`src/cmc_pkg.sv`:
```
// Constants for the converter miscellaneous configuration register logic
//------------------------------------------------------------------------------
// Behaviour
// With restore_setpoint_on_stop set, any stop event (shutdown fault, restart fault, controlled stop, low input) reloads the setpoint default.
// margin_low_restore_sel picks the margin-low restore value: 0 gives fff7h, 1 gives fff1h.
// margin_high_restore_sel picks the margin-high restore value: 0 gives 0009h, 1 gives 000fh.
// The options register sits at command F0h and is saved to nonvolatile memory on a store-all command.
// An overvoltage fault latches the low-side switch on unless the fault action is ignore.
// With release policy 0 the low-side switch stays on until a new startup or a fault clear while disabled.
// With release policy 1 the low-side switch releases once feedback falls below 0.2 V.
// The overcurrent trim field gives 00 none, 01 +12.5%, 10 -25%, 11 -12.5%.
// The host sets the level-shift enable when it wants ramp overshoot suppressed.
// The level-shift enable is captured when switching starts and held while switching.
// Forced clock-output drives the free-running clock onto the lock pin.
// Forced clock-input makes switching follow the external clock on the lock pin.
// The lock-fault mask suppresses both status report and response to a lock fault.
// Reserved bits read zero and ignore writes; reset value is 0013h.
//------------------------------------------------------------------------------
package cmc_pkg;
	localparam logic [7:0]  CMD_MISC_OPTIONS  = 8'hF0;
	localparam logic [15:0] MISC_RESET        = 16'h0013;
	localparam logic [15:0] MISC_WMASK        = 16'h01D7;
	localparam int          B_OV_POLICY       = 0;
	localparam int          B_TRIM_LO         = 1;
	localparam int          B_TRIM_HI         = 2;
	localparam int          B_LVL_SHIFT       = 4;
	localparam int          B_SYNC_OUT        = 6;
	localparam int          B_SYNC_IN         = 7;
	localparam int          B_LOCK_MASK       = 8;
	localparam logic [15:0] MLO_RESTORE_0     = 16'hFFF7;
	localparam logic [15:0] MLO_RESTORE_1     = 16'hFFF1;
	localparam logic [15:0] MHI_RESTORE_0     = 16'h0009;
	localparam logic [15:0] MHI_RESTORE_1     = 16'h000F;
	localparam logic [2:0]  OV_ACTION_IGNORE  = 3'h0;
	localparam logic [1:0]  TRIM_NONE         = 2'h0;
	localparam logic [1:0]  TRIM_PLUS_12P5    = 2'h1;
	localparam logic [1:0]  TRIM_MINUS_25     = 2'h2;
	localparam logic [1:0]  TRIM_MINUS_12P5   = 2'h3;
	typedef enum logic [2:0] {
		CMC_OC_NOMINAL,
		CMC_OC_PLUS_12P5,
		CMC_OC_MINUS_25,
		CMC_OC_MINUS_12P5
	} cmc_oc_t;
	typedef enum {
		CMC_LS_IDLE,
		CMC_LS_LATCHED
	} cmc_ls_state_t;
endpackage

```
`src/cmc_misc_config.sv`:
```
// Miscellaneous configuration register and the behaviour it steers
`timescale 1ns/1ns
module cmc_misc_config
(
	// Clock and reset
	input  wire logic        clk,
	input  wire logic        rst,
	// Command register access
	input  wire logic [7:0]  cmd_code,
	input  wire logic        cmd_wr,
	input  wire logic [15:0] cmd_wdata,
	output logic [15:0]      cmd_rdata,
	input  wire logic        store_default_all,
	input  wire logic        nv_load,
	input  wire logic [15:0] nv_rdata,
	output logic             nv_wr,
	output logic [15:0]      nv_wdata,
	// Other configuration bits
	input  wire logic        restore_setpoint_on_stop,
	input  wire logic        margin_low_restore_sel,
	input  wire logic        margin_high_restore_sel,
	// Stop events
	input  wire logic        stop_fault_shutdown,
	input  wire logic        stop_fault_restart,
	input  wire logic        stop_controlled,
	input  wire logic        stop_low_vin,
	output logic             setpoint_reload,
	output logic [15:0]      margin_low_restore,
	output logic [15:0]      margin_high_restore,
	// Overvoltage low-side control
	input  wire logic        ov_fault,
	input  wire logic [2:0]  overvoltage_fault_action,
	input  wire logic        startup_begin,
	input  wire logic        clear_faults,
	input  wire logic        state_disabled,
	input  wire logic        feedback_below_0p2,
	output logic             low_side_on,
	// Overcurrent trim and level shift
	output logic [2:0]       high_side_overcurrent_limit,
	input  wire logic        switching_enable,
	output logic             comp_level_shift_active,
	// Frequency-lock pin
	input  wire logic        free_clk,
	input  wire logic        lock_pin_in,
	input  wire logic        lock_fault,
	output logic             lock_pin_out,
	output logic             lock_pin_oe,
	output logic             pwm_clk_sel_ext,
	output logic             lock_fault_status,
	output logic             lock_fault_response
);
	// ---------------------------------------------------------------------
	// Options register
	// ---------------------------------------------------------------------
	logic [15:0] misc_options_ff, nxt_misc_options;
	logic        nv_wr_ff, nxt_nv_wr;
	logic [15:0] rdata_ff, nxt_rdata;

	always_comb
	begin
		nxt_misc_options = misc_options_ff;
		if (nv_load)
			nxt_misc_options = nv_rdata & cmc_pkg::MISC_WMASK;
		if (cmd_wr && cmd_code == cmc_pkg::CMD_MISC_OPTIONS)
			nxt_misc_options = cmd_wdata & cmc_pkg::MISC_WMASK;
		nxt_nv_wr = store_default_all;
		nxt_rdata = (cmd_code == cmc_pkg::CMD_MISC_OPTIONS) ? misc_options_ff : 16'h0000;
	end

	always_ff @(posedge clk or posedge rst)
	begin
		if (rst)
		begin
			misc_options_ff <= cmc_pkg::MISC_RESET;
			nv_wr_ff        <= 1'b0;
			rdata_ff        <= 16'h0000;
		end
		else
		begin
			misc_options_ff <= nxt_misc_options;
			nv_wr_ff        <= nxt_nv_wr;
			rdata_ff        <= nxt_rdata;
		end
	end

	// ---------------------------------------------------------------------
	// Restore values and low-side latch
	// ---------------------------------------------------------------------
	cmc_pkg::cmc_ls_state_t ls_state_ff, nxt_ls_state;
	logic        reload_ff, nxt_reload;
	logic [15:0] mlo_ff, nxt_mlo;
	logic [15:0] mhi_ff, nxt_mhi;
	logic        ov_trip;
	logic        ls_on_ff, nxt_ls_on;

	always_comb
	begin
		ov_trip    = ov_fault && overvoltage_fault_action != cmc_pkg::OV_ACTION_IGNORE;
		nxt_reload = restore_setpoint_on_stop && (stop_fault_shutdown || stop_fault_restart
			|| stop_controlled || stop_low_vin);
		nxt_mlo = margin_low_restore_sel ? cmc_pkg::MLO_RESTORE_1
			: cmc_pkg::MLO_RESTORE_0;
		nxt_mhi = margin_high_restore_sel ? cmc_pkg::MHI_RESTORE_1
			: cmc_pkg::MHI_RESTORE_0;
		nxt_ls_state = ls_state_ff;
		case (ls_state_ff)
			cmc_pkg::CMC_LS_IDLE:
				if (ov_trip)
					nxt_ls_state = cmc_pkg::CMC_LS_LATCHED;
			cmc_pkg::CMC_LS_LATCHED:
				if (ov_trip)
					nxt_ls_state = cmc_pkg::CMC_LS_LATCHED;
				else if (misc_options_ff[cmc_pkg::B_OV_POLICY])
				begin
					if (feedback_below_0p2)
						nxt_ls_state = cmc_pkg::CMC_LS_IDLE;
				end
				else if (startup_begin || (clear_faults && state_disabled))
					nxt_ls_state = cmc_pkg::CMC_LS_IDLE;
			default:
				nxt_ls_state = cmc_pkg::CMC_LS_IDLE;
		endcase
		nxt_ls_on = (nxt_ls_state == cmc_pkg::CMC_LS_LATCHED);
	end

	always_ff @(posedge clk or posedge rst)
	begin
		if (rst)
		begin
			ls_state_ff <= cmc_pkg::CMC_LS_IDLE;
			ls_on_ff    <= 1'b0;
			reload_ff   <= 1'b0;
			mlo_ff      <= cmc_pkg::MLO_RESTORE_0;
			mhi_ff      <= cmc_pkg::MHI_RESTORE_0;
		end
		else
		begin
			ls_state_ff <= nxt_ls_state;
			ls_on_ff    <= nxt_ls_on;
			reload_ff   <= nxt_reload;
			mlo_ff      <= nxt_mlo;
			mhi_ff      <= nxt_mhi;
		end
	end

	// ---------------------------------------------------------------------
	// Trim, level shift and lock pin
	// ---------------------------------------------------------------------
	logic [2:0] oc_ff, nxt_oc;
	logic       lvl_ff, nxt_lvl;
	logic       sw_en_ff, nxt_sw_en;
	logic       pin_out_ff, nxt_pin_out;
	logic       pin_oe_ff, nxt_pin_oe;
	logic       ext_ff, nxt_ext;
	logic       lf_stat_ff, nxt_lf_stat;
	logic       lf_resp_ff, nxt_lf_resp;
	logic       lock_masked;

	always_comb
	begin
		case (misc_options_ff[cmc_pkg::B_TRIM_HI:cmc_pkg::B_TRIM_LO])
			cmc_pkg::TRIM_NONE:       nxt_oc = cmc_pkg::CMC_OC_NOMINAL;
			cmc_pkg::TRIM_PLUS_12P5:  nxt_oc = cmc_pkg::CMC_OC_PLUS_12P5;
			cmc_pkg::TRIM_MINUS_25:   nxt_oc = cmc_pkg::CMC_OC_MINUS_25;
			cmc_pkg::TRIM_MINUS_12P5: nxt_oc = cmc_pkg::CMC_OC_MINUS_12P5;
			default:                  nxt_oc = cmc_pkg::CMC_OC_NOMINAL;
		endcase
		nxt_lvl = lvl_ff;
		if (switching_enable && !sw_en_ff)
			nxt_lvl = misc_options_ff[cmc_pkg::B_LVL_SHIFT];
		else if (!switching_enable)
			nxt_lvl = 1'b0;
		nxt_sw_en   = switching_enable;
		nxt_pin_oe  = misc_options_ff[cmc_pkg::B_SYNC_OUT];
		nxt_pin_out = misc_options_ff[cmc_pkg::B_SYNC_OUT] & free_clk;
		nxt_ext     = misc_options_ff[cmc_pkg::B_SYNC_IN] & lock_pin_in;
		lock_masked = misc_options_ff[cmc_pkg::B_LOCK_MASK];
		nxt_lf_stat = lock_fault & !lock_masked;
		nxt_lf_resp = lock_fault & !lock_masked;
	end

	always_ff @(posedge clk or posedge rst)
	begin
		if (rst)
		begin
			oc_ff      <= cmc_pkg::CMC_OC_NOMINAL;
			lvl_ff     <= 1'b0;
			sw_en_ff   <= 1'b0;
			pin_out_ff <= 1'b0;
			pin_oe_ff  <= 1'b0;
			ext_ff     <= 1'b0;
			lf_stat_ff <= 1'b0;
			lf_resp_ff <= 1'b0;
		end
		else
		begin
			oc_ff      <= nxt_oc;
			lvl_ff     <= nxt_lvl;
			sw_en_ff   <= nxt_sw_en;
			pin_out_ff <= nxt_pin_out;
			pin_oe_ff  <= nxt_pin_oe;
			ext_ff     <= nxt_ext;
			lf_stat_ff <= nxt_lf_stat;
			lf_resp_ff <= nxt_lf_resp;
		end
	end

	assign cmd_rdata                   = rdata_ff;
	assign nv_wr                       = nv_wr_ff;
	assign nv_wdata                    = misc_options_ff;
	assign setpoint_reload             = reload_ff;
	assign margin_low_restore          = mlo_ff;
	assign margin_high_restore         = mhi_ff;
	assign low_side_on                 = ls_on_ff;
	assign high_side_overcurrent_limit = oc_ff;
	assign comp_level_shift_active     = lvl_ff;
	assign lock_pin_out                = pin_out_ff;
	assign lock_pin_oe                 = pin_oe_ff;
	assign pwm_clk_sel_ext             = ext_ff;
	assign lock_fault_status           = lf_stat_ff;
	assign lock_fault_response         = lf_resp_ff;
endmodule

```
`config.mk`:
```
export PLATFORM = sky130hd
export DESIGN_NAME = cmc_misc_config
export DESIGN_NICKNAME = d
export VERILOG_FILES = /design/src/cmc_pkg.sv /design/src/cmc_misc_config.sv
export SDC_FILE = /design/constraint.sdc
export NUM_CORES = 1
export LEC_CHECK = 0
export ABC_AREA = 1
export BUFFER_PORTS_ARGS = -buffer_cell sky130_fd_sc_hd__buf_2
export CAP_MARGIN = 20
export CORE_UTILIZATION = 44
export CTS_BUF_LIST = sky130_fd_sc_hd__clkbuf_16
export CTS_CLUSTER_SIZE = 40
export DETAILED_ROUTE_END_ITERATION = 10
export PLACE_DENSITY = 0.76
export SLEW_MARGIN = 10
export SYNTH_ARGS = -nofsm -noshare
export SYNTH_HDL_FRONTEND = slang
export SYNTH_SLANG_ARGS = --single-unit
```
`constraint.sdc`:
```
create_clock -name clk -period 2.2 [get_ports clk]
set_input_delay 0.11 -clock clk [delete_from_list [all_inputs] [get_ports clk]]
set_output_delay 0.11 -clock clk [all_outputs]
set_load 0.02 [all_outputs]
```
==> results.yml, run 1 <==
hold_path:
  min_from: "cmd_wdata[8]"
  hold_path.class: "in2reg"
drt:
  postRouteAntennaNets: 0
  vias: 1736
  viasPerCell: 3.91
  drt-total-wl_um: 4040
  initialDrtViolationCount: 64
  dr.pass1.iters: 4
  routedWlPerCell_um: 9.09
  drcViolationCount: 0
layout:
  mostFrequentLayoutCells: "conb_1 (78), buf_2 (74), dfrtp_1 (55)"
  fin_util_pct: 60.5
  drive_above_1_share_pct: 25.7
  n_antenna_cell: 0
  fin_nets: 434
  syn_to_final_growth_pct: 28.9
  layout_commonest_cell: "conb_1"
synth:
  synth-compound-area-share_pct: 0.404
  synth_mux_area_share_pct: 0
  synth_top_family_by_area: "buffers and inverters"
  ys_seq_area_share_pct: 59.9
  ys_types: 19
  netlist_area_um2: 2470
  synth_top_area_cell: "dfrtp_1"
  synthCells: 252
  yosysWarningCount: 0
  synth-adder-area-share_pct: 0
  synth_top_area_share_pct: 55.6
  synth-simple-area-share_pct: 18.1
  syn_avg_cell_area_um2: 9.82
  synth-seq-cells: 59
  yosys.area_share.xor_xnor_pct: 0
  ys_top_cells_by_area: "dfrtp_1 (56%), buf_4 (15%), nand2_1 (5.6%)"
pwr:
  power_per_cell_area_nw_per_um2: 849
  irDropWorstVdd_v: 0.000479
  power_leakage_nw: 1.82
place:
  gp_congestion: 0.715
  dp_hpwl_um: 3020
  dpl_worst_slack_ns: 1.16
  port_buffers: 74
clocking:
  clk-insertion-delay-late_ns: 0.32
  path_clk_slew_ns: 0.05
  clockBufferDepth: 2
  cts_resized: 0
  cts_sinks: 59
  cts_max_level: 3
  cts_buffers: 9
  cts_tree: "built"
  cts_root_buf: "clkbuf_16"
floorplan:
  start_util_pct: 47.0
  fp.dieArea_um2: 5930
  die_x_um: 77
  die_y_um: 77
  fp-row-count: 26
  io_pins: 140
  core_area_um2: 5270
critical_path:
  r2r_start: "nv_wdata[0]"
  cp_cell_sequence: "buf_2"
  end_kind: "output pin"
  crit_start: "nv_wdata[0]"
  path_class: "reg2out"
  cp.buffers_inverters: 1
  startpoint_type: "register"
  cp_max_fo: 4
  cp_top_family: "flip-flops"
  crit_required_ns: 2.09
  critPathArrivalTime_ns: 1.03
  crit_slowest_cell: "dfstp_2"
  max_stage_delay_ns: 0.55
timing:
  min_period_over_period_pct: 52.0
  period_needed_ns: 1.14
  finalSetupViolations: 0
  worst_clock_skew_ns: 0.00450
  final.setup.worst_slack_ns: 1.06
  finalHoldViolCount: 0
  rsz0062_at_grt: "no"
  finalSetupTns_ns: 0
  fmax_mhz: 875
  slew_viol_final: 0
global_routing:
  grt_pass1_wl_um: 6870
  grt_overflow_total: 0
  track_usage_pct: 15.6
  antenna_found_initial: 0
  grt_max_degree: 24
  grt_pass1_vias: 1660
run_status:
  status: "complete, no violations"
job:
  maxCapViolCount: 0
## where the power goes
part	switching (mW)	leakage (nW)	internal, mW
combinational	0.191	0.969	0.0830
clock	0.413	0.143	0.846
sequential	0.0278	0.713	1.15
## routing by layer
metal	routed length, µm	track usage, %	up-vias
li1	-	-	862
met4	70	7.92	0
met3	291	6.07	8
met1	1510	15.5	778
met2	2160	27.9	88
met5	0	0	-
## cell usage after synthesis
cell      instances
nand4_1           1
nor2_1           37
dfrtp_1          55
inv_2             1
clkbuf_1          2
dfstp_2           4
nand3_4           1
o21ai_0           1
conb_1            2
inv_1            31
nor2_4            1
nand3_1          24
nand2_1          37
clkbuf_8          1
a21oi_1           1
and2_4            1
buf_4            50
nor4_1            1
buf_6             1
## final cells by class
class | instances | area (µm²)
fillers | 452 | 2080
repair buffers | 85 | 475
multi-input cells | 183 | 751
clock inverters | 6 | 50.0
clock buffers | 9 | 225
inverters | 32 | 120
flip-flops and latches | 59 | 1480
well taps | 70 | 87.6
## through the flow
stage          total power [mW]  std cells  instance area [µm²]  hold WS (ns)
6_report                   2.71        444                 3190        0.0147
3_3_place_gp               1.45        420                 2830         0.110
3_5_place_dp               1.45        420                 2830         0.114
2_1_floorplan              1.44        328                 2760         0.136
4_1_cts                    2.74        444                 3190       0.00316
5_1_grt                    2.85        444                 3190        0.0187
## path summary, 6_finish.rpt
check                                                      end  slack [ns]  cells after the start
min in group asynchronous                      setpoint_reload        0.32                      3
worst max-delay path                               nv_wdata[0]        1.06                      1
worst max register to register                     low_side_on        1.16                      5
max in group asynchronous                margin_low_restore[1]        1.25                      4
worst min-delay path                               nv_wdata[8]        0.01                      3
worst min register to register  high_side_overcurrent_limit[0]        0.42                      0
## state kept, by name, summed over array words and instances (netlist names)
signal	count
lock_pin_oe	1
lock_fault_response	1
ls_state_ff	32
pwm_clk_sel_ext	1
setpoint_reload	1
cmd_rdata	7
nv_wdata	7
low_side_on	1
comp_level_shift_active	1
lock_pin_out	1
nv_wr	1
sw_en_ff	1
high_side_overcurrent_limit	2
margin_low_restore	1
margin_high_restore	1
## timing repair
| item | 4_1_cts | 5_1_grt |
|---|---|---|
| buffers inserted | 0 | 0 |
| hold buffers | 9 | 0 |
| endpoints found under the hold margin | 23 | 0 |
## cells by family (layout without fill, tap and decap cells)
kind of cell,after synthesis,in the layout
flip-flops,59,59
AND/OR/NAND/NOR,103,103
other,2,78
AO/OA/AOI/OAI,2,2
buffers and inverters,86,132
Power figures use the tool's default switching activity.
==> inputs of run 2 (changes only) <==
CORE_UTILIZATION = 40   (was 44)
PLACE_DENSITY = 0.73   (was 0.76)
clock period = 1 ns   (was 2.2 ns; I/O delays follow)
==> run 2 against run 1 <==
Highest routed layer unchanged. The run now ends with setup timing left. Utilization decreased by 3.1 points. Clock power increased by 100%. Critical path depth unchanged. Cell area increased by 7.2%. Critical path type unchanged.
==> results.yml, run 2 (same netlist as run 1, synthesis figures left out) <==
floorplan:
  core_area_um2: 5960
  io_pins: 140
  fp-row-count: 28
  die_x_um: 80.7
  fp.dieArea_um2: 6510
  start_util_pct: 41.6
  die_y_um: 80.7
timing:
  min_period_over_period_pct: 106
  slew_viol_final: 0
  finalHoldViolCount: 0
  finalSetupViolations: 7
  final.setup.worst_slack_ns: -0.0646
  fmax_mhz: 939
  rsz0062_at_grt: "yes"
  period_needed_ns: 1.06
  worst_clock_skew_ns: 0.00354
global_routing:
  use_met1_pct: 18.2
  antenna_found_initial: 0
  met2_usage_pct: 27.5
  grt_max_degree: 60
  grt_pass1_wl_um: 7650
  grt_overflow_total: 0
  grtUsageMet3_pct: 6.25
  grt_pass1_vias: 1709
  top_usage_layer: "met2"
  track_usage_pct: 16.5
critical_path:
  reg2reg_to: "ls_state_ff[0]"
  end_kind: "output pin"
  cp_max_fo: 4
  cp_top_family: "flip-flops"
  max_stage_delay_ns: 0.57
  crit_slowest_cell: "dfstp_2"
  cp_cell_sequence: "buf_6"
  startpoint_type: "register"
  reg2regPathDepth: 5
  critPathArrivalTime_ns: 1.01
  path_class: "reg2out"
  r2r_slack_ns: -0.02
  crit_required_ns: 0.95
  cp.buffers_inverters: 1
  r2r_start: "nv_wdata[0]"
drt:
  routedWlPerCell_um: 10.1
  dr.pass1.iters: 4
  drt-total-wl_um: 4760
  initialDrtViolationCount: 56
  drcViolationCount: 0
  vias: 1855
  viasPerCell: 3.95
  postRouteAntennaNets: 0
layout:
  largest_reg_flops: 32
  nFillCells: 509
  mostFrequentLayoutCells: "conb_1 (78), buf_2 (69), dfrtp_1 (55)"
  fin_util_pct: 57.4
  drive_above_1_share_pct: 25.1
  largest-register: "ls_state_ff"
  fin_nets: 454
  n_antenna_cell: 0
  syn_to_final_growth_pct: 38.2
  layout_commonest_cell: "conb_1"
pwr:
  irDropWorstVdd_v: 0.00124
  power_per_cell_area_nw_per_um2: 1710
  power_leakage_nw: 1.91
  finalPower_mw: 5.83
clocking:
  clk-insertion-delay-late_ns: 0.32
  path_clk_slew_ns: 0.05
  cts_root_buf: "clkbuf_16"
  cts_sinks: 59
  cts_buffers: 9
  cts_tree: "built"
  clockBufferDepth: 2
  cts_max_level: 3
place:
  dp_hpwl_um: 2900
  gp_congestion: 0.758
  port_buffers: 74
hold_path:
  hold_depth: 3
  hold_end: "nv_wdata[0]"
  min_from: "nv_load"
  hold_path.class: "in2reg"
run_status:
  status: "complete, but fails checks"
  violations: "setup timing"
job:
  maxCapViolCount: 0
## run 2: where the power goes
group | leakage [nW] | total (mW) | internal (mW) | switching, mW
combinational | 1.06 | 0.717 | 0.264 | 0.453
sequential | 0.713 | 2.58 | 2.53 | 0.0565
clock | 0.132 | 2.53 | 1.61 | 0.927
## run 2: what timing repair did
item	CTS	global route
setup buffers	3	0
endpoints found under the hold margin	71	0
hold buffers	27	0
resized for setup	10	1
pin swaps	3	0
setup endpoints to repair	8	7
## run 2: worst max-delay path by stage
| stage | start | endpoint | slack [ns] | cells after the start |
|---|---|---|---|---|
| finish | nv_wdata[0] | nv_wdata[0] | -0.06 | 1 |
| detailed placement | ls_state_ff[25] | ls_state_ff[0] | -0.02 | 7 |
| global route | ls_state_ff[9] | ls_state_ff[0] | -0.11 | 7 |
| global placement | ls_state_ff[25] | low_side_on | 0.01 | 7 |
| CTS | nv_wdata[0] | nv_wdata[0] | -0.08 | 1 |
| floorplan | nv_wdata[0] | low_side_on | 0.001 | 5 |
## run 2: through the flow
stage	area (µm²)	cells	hold slack, ns	worst slack (ns)	setup TNS (ns)
floorplan	2760	328	0.0762	0.00112	0
global placement	2840	424	0.145	0.0128	0
detailed placement	2840	424	0.152	-0.0158	-0.0256
CTS	3420	470	0.0337	-0.0778	-0.291
global route	3420	470	0.0792	-0.114	-0.495
finish	3420	470	0.0517	-0.0646	-0.188
## run 2: per-layer routing
metal	vias to the layer above	routed length [µm]
met2	91	2530
li1	902	-
met5	-	0
met1	858	1820
met4	0	38
met3	4	365
## run 2: cell type report
class / count / area [µm²] / share of cell area, %
Clock buffer: 9 / 225 / 6.59
Sequential cell: 59 / 1480 / 43.3
Inverter: 32 / 124 / 3.62
Multi-Input combinational cell: 183 / 753 / 22.0
Timing Repair Buffer: 105 / 714 / 20.9
Tap cell: 75 / 93.8 / 2.74
Clock inverter: 7 / 27.5 / 0.805
==> inputs of run 3 (changes only) <==
REMOVE_ABC_BUFFERS = 1   (was unset)
==> run 3 against run 2 <==
The flow still finishes with violations (setup timing). Setup slack got worse by 0.050 ns. Via count fell by 3.0%. Clock power increased by 13%. Total power is 6.3% higher. First-iteration DRC count is 27% lower. Combinational power is 4.9% higher. Final cell count increased by 0.85%. Hold slack worse by 0.047 ns. Wire length shrank 3.8%. Sequential cell count unchanged. Cell area up 2.2%. Count of clock-buffer cells in the layout unchanged. Critical endpoint unchanged. Largest power group is now the clock network.
==> results.yml, run 3 (same netlist as run 1, synthesis figures left out) <==
critical_path:
  crit_path_end: "nv_wdata[0]"
  critPathArrivalTime_ns: 1.06
  r2r_start: "nv_wdata[0]"
  crit_start: "nv_wdata[0]"
  reg2regPathDepth: 6
  cp_max_fo: 2
  r2r_slack_ns: -0.08
  end_kind: "output pin"
  crit_required_ns: 0.95
  reg2reg_to: "low_side_on"
  startpoint_type: "register"
  path_class: "reg2out"
job:
  maxCapViolCount: 0
global_routing:
  grt_max_degree: 27
  track_usage_pct: 15.8
  grt_overflow_total: 0
  antenna_found_initial: 0
  grt_pass1_vias: 1741
  grt_pass1_wl_um: 7400
layout:
  syn_to_final_growth_pct: 41.2
  layout_commonest_cell: "conb_1"
  drive_above_1_share_pct: 27.3
  mostFrequentLayoutCells: "conb_1 (78), buf_2 (69), dfrtp_1 (54)"
  fin_nets: 458
  largest_reg_flops: 32
  largest-register: "ls_state_ff"
  fin_cells: 474
  n_antenna_cell: 0
clocking:
  cts_max_level: 3
  clk-insertion-delay-late_ns: 0.31
  cts_tree: "built"
  clockBufferDepth: 2
  cts_buffers: 9
  cts_sinks: 59
  cts_root_buf: "clkbuf_16"
  path_clk_slew_ns: 0.05
floorplan:
  die_y_um: 80.7
  start_util_pct: 41.6
  fp-row-count: 28
  io_pins: 140
  die_x_um: 80.7
  fp.dieArea_um2: 6510
  core_area_um2: 5960
pwr:
  power_leakage_nw: 1.95
  irDropWorstVdd_v: 0.000976
  power_per_cell_area_nw_per_um2: 1780
hold_path:
  min_from: "nv_rdata[6]"
  hold_depth: 3
  hold_path.class: "in2reg"
timing:
  fmax_mhz: 897
  final.setup.worst_slack_ns: -0.115
  period_needed_ns: 1.11
  slew_viol_final: 0
  rsz0062_at_grt: "yes"
  finalSetupViolations: 7
  worst_clock_skew_ns: 0.00410
  min_period_over_period_pct: 111
  finalHoldViolCount: 0
  holdWs_ns: 0.00463
drt:
  initialDrtViolationCount: 41
  met1_length_um: 1740
  routedWlPerCell_um: 9.67
  dr.pass1.iters: 4
  postRouteAntennaNets: 0
  dr_wl_met2_um: 2440
  drcViolationCount: 0
  viasPerCell: 3.80
  wl_met3_um: 299
  drt-total-wl_um: 4580
  vias: 1800
  highest_layer: "met4"
place:
  dp_hpwl_um: 2960
  gp_congestion: 0.756
  dp.cells: 426
  port_buffers: 74
run_status:
  status: "complete, but fails checks"
  violations: "setup timing"
run 3: cell count changes in the layout (fill, tap and decap cells not counted), sizes merged:
cell,delta
clkinv,-1
buf,+6
dlygate4sd3,-2
bufinv,+1
run 3: timing repair:
| action | CTS | global route |
|---|---|---|
| endpoints found under the setup margin | 8 | 10 |
| setup buffers | 3 | 4 |
| resized for setup | 11 | 4 |
| pin swaps | 1 | 3 |
| endpoints found under the hold margin | 72 | 0 |
| hold buffers | 25 | 0 |
run 3: cell type report:
cell class | count | area (µm²)
clock buffers | 9 | 225
inverters | 32 | 123
well taps | 75 | 93.8
repair buffers | 109 | 759
flip-flops and latches | 59 | 1480
multi-input cells | 183 | 751
fillers | 530 | 2460
clock inverters | 7 | 60.1
run 3: stage by stage:
step / area (µm²) / power, mW / util (%) / setup WS (ns) / TNS [ns]
3_3_place_gp: 2860 / 3.21 / 48.1 / -0.0310 / -0.0598
5_1_grt: 3490 / 6.51 / 58.7 / -0.160 / -0.707
4_1_cts: 3450 / 6.23 / 58.0 / -0.110 / -0.426
6_report: 3490 / 6.20 / 58.7 / -0.115 / -0.408
2_1_floorplan: 2350 / 3.00 / - / -0.500 / -28.22
3_5_place_dp: 2860 / 3.22 / 48.1 / -0.0484 / -0.0934
run 3: per-layer routing:
layer	track usage, %	vias to the layer above
li1	-	912
met1	15.7	799
met2	28.8	78
met3	6.14	11
met4	7.14	0
met5	0	-
run 3: where the power goes:
part / internal (mW) / leakage (nW) / switching [mW]
sequential: 2.53 / 0.712 / 0.0565
clock: 1.89 / 0.144 / 0.980
combinational: 0.292 / 1.10 / 0.460
run 3: worst min-delay path by stage:
stage                                 end  slack [ns]
global placement             cmd_rdata[0]        0.02
finish                        nv_wdata[6]       0.005
detailed placement           cmd_rdata[0]        0.02
CTS                           nv_wdata[1]       0.001
floorplan           margin_low_restore[1]        0.08
global route                  nv_wdata[6]        0.01
run 3: worst max-delay path: stages, from the launching register on:
cell and delay [ns]:
dfstp_2 0.54, buf_6 0.10, buf_6 0.11
